===== config.mk =====
export PLATFORM = sky130hd
export DESIGN_NAME = bridge_fault_diag_regs
export DESIGN_NICKNAME = d
export VERILOG_FILES = /design/src/hdl/bridge_fault_diag_regs.v /design/src/hdl/sync2.v /design/src/hdl/diag_encoder.v
export VERILOG_INCLUDE_DIRS = /design/src /design/src/hdl
export SDC_FILE = /design/constraint.sdc
export NUM_CORES = 1
export LEC_CHECK = 0
export BUFFER_PORTS_ARGS = -buffer_cell sky130_fd_sc_hd__buf_2
export CORE_MARGIN = 4
export CORE_UTILIZATION = 56
export CTS_BUF_LIST = sky130_fd_sc_hd__clkbuf_8
export DETAILED_ROUTE_END_ITERATION = 8
export PLACE_DENSITY = 0.77
export SLEW_MARGIN = 20
export SYNTH_ARGS = -nofsm -noshare
export SYNTH_HDL_FRONTEND = slang
export SYNTH_SLANG_ARGS = --single-unit

===== constraint.sdc =====
create_clock -name clk_sys -period 2.4 [get_ports clk_sys]
set_clock_uncertainty 0.15 [all_clocks]
set_input_delay 0 -clock clk_sys [delete_from_list [all_inputs] [get_ports clk_sys]]
set_output_delay 0 -clock clk_sys [all_outputs]
set_load 0.05 [all_outputs]

===== src/hdl/diag_defines.vh =====
// Constants of the bridge fault diagnosis register set
// Assumes inclusion by bare name from the design files
`ifndef DIAG_DEFINES_VH
`define DIAG_DEFINES_VH

// Instruction bytes, chip address in bits 7:6
`define DIAG_INSTR_IDENT    8'h00
`define DIAG_INSTR_VERSION  8'h03
`define DIAG_INSTR_DIAG     8'h09
`define DIAG_ADDR_OK        2'h0
`define DIAG_UNUSED_DATA    8'hff

// Frame counts in serial clock pulses
`define DIAG_BYTE_BITS      5'd8
`define DIAG_FRAME_BITS     5'd16
`define DIAG_CNT_MAX        5'd31

// Diagnosis byte field positions
`define DIAG_BIT_ACTIVE     7
`define DIAG_BIT_OVERTEMP   6
`define DIAG_BIT_THERM_RED  5
`define DIAG_BIT_CUR_LIM    4

// Per-output codes and whole-nibble codes
`define DIAG_CODE_SUPPLY    2'h1
`define DIAG_CODE_GROUND    2'h2
`define DIAG_CODE_NONE      2'h3
`define DIAG_NIB_SHORT_ACROSS_LOAD       4'hc
`define DIAG_NIB_OPEN       4'h3
`define DIAG_NIB_UNDERVOLT  4'h0
`define DIAG_NIB_CLEAN      4'hf

// Reset value of the stored flags
`define DIAG_FLAG_RESET     1'b0

`endif


===== src/hdl/bridge_fault_diag_regs.v =====
// Fault diagnosis, identifier and version registers of the bridge,
// read over a four-wire serial link sampled by clk_sys.
// Assumes serial clock well below clk_sys/4; fault inputs are pins.
//
// Operation
// - Bit 7 live: enable high, shutdown low
// - Bit 4 latched low on current limit
// - Bit 5 latched low on thermal reduction
// - Bit 6 latched low on overtemperature
// - Output A code: 01 supply, 10 ground
// - Output B code: 01 supply, 10 ground
// - Load short 1100, open load 0011, latched
// - Undervoltage forces low nibble 0000, live
// - Show highest priority stored fault class, A and B codes together
// - Stored faults reappear after undervoltage ends
// - Clear after full 16-pulse diagnosis read
// - Clear when mode supply rises past threshold
// - Enable rise (shutdown low) or shutdown fall (enable high) reactivate and clear
// - Fixed read-only identifier byte
// - Version byte: release high, mask low
// - Open load checked only disabled, serial mode
// - A high, B low means open load
`default_nettype none
`include "diag_defines.vh"

module bridge_fault_diag_regs #(
    parameter [7:0] DEVICE_IDENTIFIER   = 8'h5a, // Arbitrary value
    parameter [3:0] RELEASE_REV = 4'h1,  // Arbitrary value
    parameter [3:0] MASK_REV    = 4'h2   // Arbitrary value
) (
    // Clock, reset, enable
    input  wire clk_sys,
    input  wire rst,
    input  wire ce,
    // Serial link
    input  wire sck,
    input  wire csN,
    input  wire sdi,
    output reg  sdo,
    output reg  sdoEn,
    // Bridge control pins
    input  wire enable,
    input  wire shutdownRequest,
    output wire bridgeActiveFlag,
    output reg  reactivate,
    // Supply conditions
    input  wire mainSupplyUnder,
    input  wire diagModeSelect,
    input  wire diagModeFull,
    // Fault events
    input  wire currentLimit,
    input  wire thermalReduction,
    input  wire overTemp,
    input  wire shortAcrossLoad,
    input  wire outAShortToSupply,
    input  wire outAShortToGround,
    input  wire outBShortToSupply,
    input  wire outBShortToGround,
    // Output sense in off state
    input  wire outASense,
    input  wire outBSense
);
    localparam NIN = 18;

    wire [NIN-1:0] rawIn;
    wire [NIN-1:0] syncIn;

    wire sckS;
    wire csNS;
    wire sdiS;
    wire enS;
    wire shutS;
    wire uvS;
    wire dmsS;
    wire dmsFullS;
    wire limS;
    wire redS;
    wire otS;
    wire scolS;
    wire aScbS;
    wire aScgS;
    wire bScbS;
    wire bScgS;
    wire aSenseS;
    wire bSenseS;

    // Edge history
    reg sckPrev_q;
    reg csNPrev_q;
    reg enPrev_q;
    reg shutPrev_q;
    reg dmsPrev_q;
    reg [1:0] settle_q;

    // Stored faults
    reg curLimit_q;
    reg thermRed_q;
    reg overTemp_q;
    reg short_across_load_q;
    reg aScb_q;
    reg aScg_q;
    reg bScb_q;
    reg bScg_q;
    reg openLoad_q;

    // Serial engine
    reg [4:0] bitCnt_q;
    reg [7:0] rxShift_q;
    reg [7:0] txShift_q;
    reg [7:0] snapshot_q;
    reg [7:0] instr_q;
    reg       instrDone_q;

    wire       sckRise;
    wire       sckFall;
    wire       frameStart;
    wire       frameEnd;
    wire       enRise;
    wire       shutFall;
    wire       dmsRise;
    wire       bridgeDisabled;
    wire       openLoadSeen;
    wire       instrDiagRead;
    wire       clearDiag;
    wire       fullReadEnd;
    wire       reactCond;
    wire       addrOk;
    wire       instrLast;
    wire       shiftWindow;
    wire       settled;
    wire [3:0] nibble;
    wire [7:0] diagByte;
    wire [7:0] versionByte;
    wire [7:0] rxByte;
    reg  [7:0] txByte;

    assign rawIn = {sck, csN, sdi, enable, shutdownRequest, mainSupplyUnder,
                    diagModeSelect, diagModeFull, currentLimit,
                    thermalReduction, overTemp, shortAcrossLoad,
                    outAShortToSupply, outAShortToGround, outBShortToSupply,
                    outBShortToGround, outASense, outBSense};

    sync2 #(
        .W (NIN)
    ) uSync (
        .clk_sys (clk_sys),
        .rst     (rst),
        .ce      (ce),
        .asyncIn (rawIn),
        .syncOut (syncIn)
    );

    // Synchronised pins
    assign sckS     = syncIn[17];
    assign csNS     = syncIn[16];
    assign sdiS     = syncIn[15];
    assign enS      = syncIn[14];
    assign shutS    = syncIn[13];
    assign uvS      = syncIn[12];
    assign dmsS     = syncIn[11];
    assign dmsFullS = syncIn[10];
    assign limS     = syncIn[9];
    assign redS     = syncIn[8];
    assign otS      = syncIn[7];
    assign scolS    = syncIn[6];
    assign aScbS    = syncIn[5];
    assign aScgS    = syncIn[4];
    assign bScbS    = syncIn[3];
    assign bScgS    = syncIn[2];
    assign aSenseS  = syncIn[1];
    assign bSenseS  = syncIn[0];

    always @(posedge clk_sys or posedge rst) begin
        if (rst) begin
            sckPrev_q  <= 1'b0;
            csNPrev_q  <= 1'b1;
            enPrev_q   <= 1'b0;
            shutPrev_q <= 1'b0;
            dmsPrev_q  <= 1'b0;
        end else if (ce) begin
            sckPrev_q  <= sckS;
            csNPrev_q  <= csNS;
            enPrev_q   <= enS;
            shutPrev_q <= shutS;
            dmsPrev_q  <= dmsS;
        end
    end

    // Edges held off until synchronisers and history fill
    always @(posedge clk_sys or posedge rst) begin
        if (rst) begin
            settle_q <= 2'h0;
        end else if (ce && !settled) begin
            settle_q <= settle_q + 2'h1;
        end
    end

    assign settled    = (settle_q == 2'h3);
    assign sckRise    = settled & sckS & ~sckPrev_q & ~csNS;
    assign sckFall    = settled & ~sckS & sckPrev_q & ~csNS;
    assign frameStart = settled & ~csNS & csNPrev_q;
    assign frameEnd   = settled & csNS & ~csNPrev_q;
    assign enRise     = settled & enS & ~enPrev_q;
    assign shutFall   = settled & ~shutS & shutPrev_q;
    assign dmsRise    = settled & dmsS & ~dmsPrev_q;

    // Bridge state
    assign bridgeActiveFlag = enS & ~shutS;
    assign bridgeDisabled   = ~bridgeActiveFlag;

    // Off-state open load check
    assign openLoadSeen = dmsS & dmsFullS & bridgeDisabled &
                          aSenseS & ~bSenseS;

    // Register clear sources
    assign instrDiagRead = instrDone_q & (instr_q == `DIAG_INSTR_DIAG);
    assign fullReadEnd   = frameEnd & instrDiagRead &
                           (bitCnt_q == `DIAG_FRAME_BITS);
    assign reactCond     = (enRise & ~shutS) |
                           (shutFall & enS);
    assign clearDiag     = fullReadEnd |
                           dmsRise |
                           reactCond;

    always @(posedge clk_sys or posedge rst) begin
        if (rst) begin
            reactivate <= 1'b0;
        end else if (ce) begin
            reactivate <= reactCond;
        end
    end

    // Sticky faults, a new event wins over a clear
    always @(posedge clk_sys or posedge rst) begin
        if (rst) begin
            curLimit_q <= `DIAG_FLAG_RESET;
            thermRed_q <= `DIAG_FLAG_RESET;
            overTemp_q <= `DIAG_FLAG_RESET;
            short_across_load_q     <= `DIAG_FLAG_RESET;
            aScb_q     <= `DIAG_FLAG_RESET;
            aScg_q     <= `DIAG_FLAG_RESET;
            bScb_q     <= `DIAG_FLAG_RESET;
            bScg_q     <= `DIAG_FLAG_RESET;
            openLoad_q <= `DIAG_FLAG_RESET;
        end else if (ce) begin
            curLimit_q <= limS | (curLimit_q & ~clearDiag);
            thermRed_q <= redS | (thermRed_q & ~clearDiag);
            overTemp_q <= otS | (overTemp_q & ~clearDiag);
            short_across_load_q     <= scolS | (short_across_load_q & ~clearDiag);
            aScb_q     <= aScbS | (aScb_q & ~clearDiag);
            aScg_q     <= aScgS | (aScg_q & ~clearDiag);
            bScb_q     <= bScbS | (bScb_q & ~clearDiag);
            bScg_q     <= bScgS | (bScg_q & ~clearDiag);
            openLoad_q <= openLoadSeen | (openLoad_q & ~clearDiag);
        end
    end

    // Stored flags stay put under undervoltage
    diag_encoder uEnc (
        .underVolt         (uvS),
        .shortAcrossLoad   (short_across_load_q),
        .outAShortToSupply (aScb_q),
        .outAShortToGround (aScg_q),
        .outBShortToSupply (bScb_q),
        .outBShortToGround (bScg_q),
        .openLoad          (openLoad_q),
        .nibble            (nibble)
    );

    // Diagnosis byte
    assign diagByte = {bridgeActiveFlag, ~overTemp_q, ~thermRed_q,
                       ~curLimit_q, nibble};
    assign versionByte = {RELEASE_REV, MASK_REV};
    assign rxByte = {rxShift_q[6:0], sdiS};

    // Frame position helpers
    assign addrOk      = (rxByte[7:6] == `DIAG_ADDR_OK);
    assign instrLast   = (bitCnt_q == `DIAG_BYTE_BITS - 5'd1);
    assign shiftWindow = (bitCnt_q > `DIAG_BYTE_BITS) &&
                         (bitCnt_q < `DIAG_FRAME_BITS);

    // Data byte selected by the instruction
    always @* begin
        case (rxByte)
            `DIAG_INSTR_IDENT: begin
                txByte = DEVICE_IDENTIFIER;
            end
            `DIAG_INSTR_VERSION: begin
                txByte = versionByte;
            end
            `DIAG_INSTR_DIAG: begin
                txByte = snapshot_q;
            end
            default: begin
                txByte = `DIAG_UNUSED_DATA;
            end
        endcase
    end

    // Serial engine
    always @(posedge clk_sys or posedge rst) begin
        if (rst) begin
            bitCnt_q    <= 5'd0;
            rxShift_q   <= 8'h00;
            txShift_q   <= 8'h00;
            snapshot_q  <= 8'h00;
            instr_q     <= 8'h00;
            instrDone_q <= 1'b0;
            sdo         <= 1'b0;
            sdoEn       <= 1'b0;
        end else if (ce) begin
            if (frameStart) begin
                bitCnt_q    <= 5'd0;
                rxShift_q   <= 8'h00;
                instrDone_q <= 1'b0;
                snapshot_q  <= diagByte;
                sdoEn       <= 1'b0;
            end else if (frameEnd) begin
                sdoEn       <= 1'b0;
                instrDone_q <= 1'b0;
            end else if (sckRise) begin
                if (bitCnt_q != `DIAG_CNT_MAX) begin
                    bitCnt_q <= bitCnt_q + 5'd1;
                end
                rxShift_q <= rxByte;
                if (instrLast) begin
                    instr_q     <= rxByte;
                    instrDone_q <= 1'b1;
                    txShift_q   <= {txByte[6:0], 1'b0};
                    sdo         <= txByte[7];
                    sdoEn       <= addrOk;
                end
            end else if (sckFall) begin
                if (shiftWindow) begin
                    sdo       <= txShift_q[7];
                    txShift_q <= {txShift_q[6:0], 1'b0};
                end else if (bitCnt_q >= `DIAG_FRAME_BITS) begin
                    sdoEn <= 1'b0;
                end
            end
        end
    end
endmodule // bridge_fault_diag_regs

`default_nettype wire


===== src/hdl/sync2.v =====
// Two-flop synchroniser, one pair per bit
// Assumes asynchronous inputs and a free-running clk_sys
`default_nettype none

module sync2 #(
    parameter W = 1
) (
    // Clock, reset, enable
    input  wire         clk_sys,
    input  wire         rst,
    input  wire         ce,
    // Data
    input  wire [W-1:0] asyncIn,
    output wire [W-1:0] syncOut
);
    genvar i;
    generate
        for (i = 0; i < W; i = i + 1) begin : gBit
            reg meta_q;
            reg stable_q;
            always @(posedge clk_sys or posedge rst) begin
                if (rst) begin
                    meta_q   <= 1'b0;
                    stable_q <= 1'b0;
                end else if (ce) begin
                    meta_q   <= asyncIn[i];
                    stable_q <= meta_q;
                end
            end
            assign syncOut[i] = stable_q;
        end
    endgenerate
endmodule // sync2

`default_nettype wire


===== src/hdl/diag_encoder.v =====
// Priority encoder for the low nibble of the diagnosis byte
// Assumes stored flags from the register bank, same clock
`default_nettype none
`include "diag_defines.vh"

module diag_encoder (
    // Live and stored conditions
    input  wire       underVolt,
    input  wire       shortAcrossLoad,
    input  wire       outAShortToSupply,
    input  wire       outAShortToGround,
    input  wire       outBShortToSupply,
    input  wire       outBShortToGround,
    input  wire       openLoad,
    // Encoded nibble
    output reg  [3:0] nibble
);
    reg [1:0] codeA;
    reg [1:0] codeB;

    always @* begin
        codeA = outAShortToSupply ? `DIAG_CODE_SUPPLY :
                outAShortToGround ? `DIAG_CODE_GROUND : `DIAG_CODE_NONE;
        codeB = outBShortToSupply ? `DIAG_CODE_SUPPLY :
                outBShortToGround ? `DIAG_CODE_GROUND : `DIAG_CODE_NONE;
        if (underVolt) begin
            nibble = `DIAG_NIB_UNDERVOLT;
        end else if (shortAcrossLoad) begin
            nibble = `DIAG_NIB_SHORT_ACROSS_LOAD;
        end else if (outAShortToSupply | outAShortToGround |
                     outBShortToSupply | outBShortToGround) begin
            nibble = {codeB, codeA};
        end else if (openLoad) begin
            nibble = `DIAG_NIB_OPEN;
        end else begin
            nibble = `DIAG_NIB_CLEAN;
        end
    end
endmodule // diag_encoder

`default_nettype wire


==> metrics.txt <==
Hold Crit Class input port to async pin; row count 30; final worst-path cycle share about 87%; Syn-to-layout area delta 17.0%; endpoint type of the worst setup path flop; Final WS setup 321 ps; top-count cell post-synth dfrtp_1; Syn Nets about 320; flops & latches, synth 91; Synth cell types 51; main flop type after synthesis dfrtp_1; GRT Resource Usage Total about a fifth; status completed; met2 wire length between 3 and 4 mm; Worst path slowest cell dfrtp_1; synth top area cells dfrtp_1 (57%), mux2_2 (17%), a22o_1 (3.8%); Psw around 1.1 mW; first-pass GRT wire length about 13 mm; Peak Freq 481 MHz; post-synthesis average cell area about 13 sq um; Final Instance Area roughly 4600 sq um; Slew Viols, Final 0; Final Hold Fails 0; initial antenna violation count 0; I/O pin count 25; grt ovf 0; CTS tree done; nets@finish around 370; Worst-path clk slew around 90 ps; crit path cell chain ha_1, nand3b_1, or2_1, a21o_1, mux2_1; largest area contributor in the netlist dfrtp_1; measured slew at the worst slew-check pin between 600 and 700 ps; DRC 0; worst endpoint required time around 2500 ps; post-layout min period 2080 ps; sequential area share after synthesis between 50% and 60%; fin util 67.5%; core box area just under 7000 sq um; synth warn 0; EDFF count, synth 0; DR pass1 iterations 4; number of port buffers 24; Worst EP arrival between 2000 and 2500 ps; Pleak 2.10 nW; most frequent cells after synthesis dfrtp_1 (90), mux2_2 (58), a22o_1 (17); DIE AREA 8400 sq um; ys async rst share between 90% and 100%; Die Span Y about 92 microns; Internal 2.62 mW; vias per cell ~5.5; Max-Cap Viols 0; via count about 2,500; worst skew pair latency 360 ps; CP max FO 9; WL final 7.13 mm; largest net degree at the start of global routing 53; clock share of power between 20% and 30%; RSZ-0062 raised after global routing no; nature of the critical path startpoint flop; top sig layer met4; Synth Cell Area roughly 3900 sq um; Peak VDD IR around 0.00052 V; combinational share of power 19.1%; detailed placement HPWL 4.71 mm; Final Power ~3.7 mW; WL met1 3.27 mm; Initial Utilization 57.7%; gate count of the mapped netlist 296; drt initial violations roughly 150; Critical R2R Launch settle_q[0]$_DFFE_PP0P_; Worst setup startpoint settle_q[0]$_DFFE_PP0P_; # clock sinks just over 90; # setup viols final 0; pre-CTS WS 322 ps; diodes inserted 0; CP top delay family simple AND/OR/NAND/NOR gates; Flop pwr share a little over half; CP max stage delay 380 ps; Worst Path Buf+Inv 0; buffer depth of the longest clock path 2; Die Width 91.7 microns; relative slew slack 57.9%; total CTS buffers 9; switch share between 20 and 30%; routed len/inst approximately 16 microns; clock root buffer clkbuf_8; Setup TNS 0 ps; post-placement cell area about 4200 sq um; H-tree levels 3; Final ANT Viol Nets 0; met3 WL roughly 190 microns; vias in the first global route 2,625; WS Path Type flop to flop; Post-CTS Setup Repair Bufs 0; share of the synthesized area in the top cell type 57.5%; Cell Pwr Density between 800 and 900 nW/um^2; GPL Wtd Cong 0.803; share of cells above drive strength 1 around a third
## final cells by class
type	instances	area (sq um)
Clock inverter	6	65.1
Tap cell	96	120
Multi-Input combinational cell	186	1560
Sequential cell	91	2280
Clock buffer	9	124
Timing Repair Buffer	54	413
Fill cell	500	2210
Inverter	5	22.5
## flip-flops by register name, indices dropped and copies added (netlist names), 2 cells and up
name,cells
instr_q,8
uSync.gBit.meta_q,18
snapshot_q,8
txShift_q,7
uSync.gBit.stable_q,18
settle_q,2
bitCnt_q,5
rxShift_q,7
## cells by family (layout without fill, tap and decap cells)
group | after synthesis | count (layout) | synth area share, %
AND/OR/NAND/NOR | 68 | 68 | 10.6
adder cells (fa/ha/maj) | 4 | 4 | 1.28
buffers and inverters | 19 | 74 | 1.98
multiplexers | 59 | 59 | 16.9
AO/OA/AOI/OAI | 51 | 51 | 10.1
flip-flops | 91 | 91 | 58.1
XOR/XNOR | 4 | 4 | 0.894
## worst register-to-register path, stage by stage, from the launching register on
cell and delay (ps):
dfrtp_1 380, ha_1 320, nand3b_1 190, or2_1 270
a21o_1 280, mux2_1 350
## layout by cell type, fill, tap and decap left out, types with 2 or more instances in the layout
| master | count |
|---|---|
| buf_4 | 7 |
| nor2_1 | 14 |
| nand2_1 | 12 |
| clkinv_2 | 2 |
| nand2b_1 | 5 |
| nor3_1 | 7 |
| clkinvlp_4 | 2 |
| ha_1 | 4 |
| clkbuf_8 | 9 |
| a31oi_1 | 7 |
| a211o_1 | 3 |
| o31ai_1 | 2 |
| dlygate4sd3_1 | 22 |
| inv_1 | 4 |
| buf_2 | 24 |
| o21ai_0 | 5 |
| o31a_1 | 2 |
| xor2_1 | 3 |
| a41oi_1 | 2 |
| nand4_1 | 2 |
| a22o_1 | 17 |
| o22ai_1 | 2 |
| mux2_2 | 58 |
| nand4b_1 | 3 |
| nor2b_1 | 6 |
| a21o_1 | 2 |
| o41ai_1 | 2 |
| dfrtp_1 | 90 |
| nand3_1 | 2 |
| and2_1 | 3 |
## layer usage
| layer | vias up | GRT usage (%) |
|---|---|---|
| met5 | - | 0 |
| li1 | 1186 | - |
| met1 | 1223 | 25.2 |
| met3 | 16 | 3.86 |
| met4 | 0 | 9.30 |
| met2 | 39 | 30.4 |
## worst paths after layout
kind | to | cells past startpoint | slack (ps)
setup / recovery | txShift_q[5]$_DFFE_PP0P_ | 5 | 320
max in group asynchronous | txShift_q[7]$_DFFE_PP0P_ | 5 | 1160
min in group clk_sys | uSync.gBit[5].meta_q$_DFFE_PP0P_ | 3 | 250
hold / removal | settle_q[0]$_DFFE_PP0P_ | 3 | 110
hold reg to reg | snapshot_q[6]$_DFFE_PP0P_ | 1 | 330
setup reg to reg | txShift_q[5]$_DFFE_PP0P_ | 5 | 320
## through the flow
stage                     instances  hold slack (ps)
after floorplan                 296             1.70
after global placement          410            -44.2
after detailed placement        410            -37.9
after CTS                       447              114
after global routing            447              171
final                           447              107
## timing repair
item,CTS,global route
endpoints found under the setup margin,0,0
hold endpoints to repair,50,0
gates resized for setup,0,0
hold buffers,22,0
## power groups by stage
stage	Combinational [mW]	Sequential, mW	Clock, mW
after floorplan	0.550	1.94	0
after global placement	0.647	1.99	0
after detailed placement	0.677	2.00	0
after CTS	0.712	1.97	1.03
after global routing	0.795	2.01	1.10
final	0.706	1.97	1.01
(Power assumes the default switching activity.)
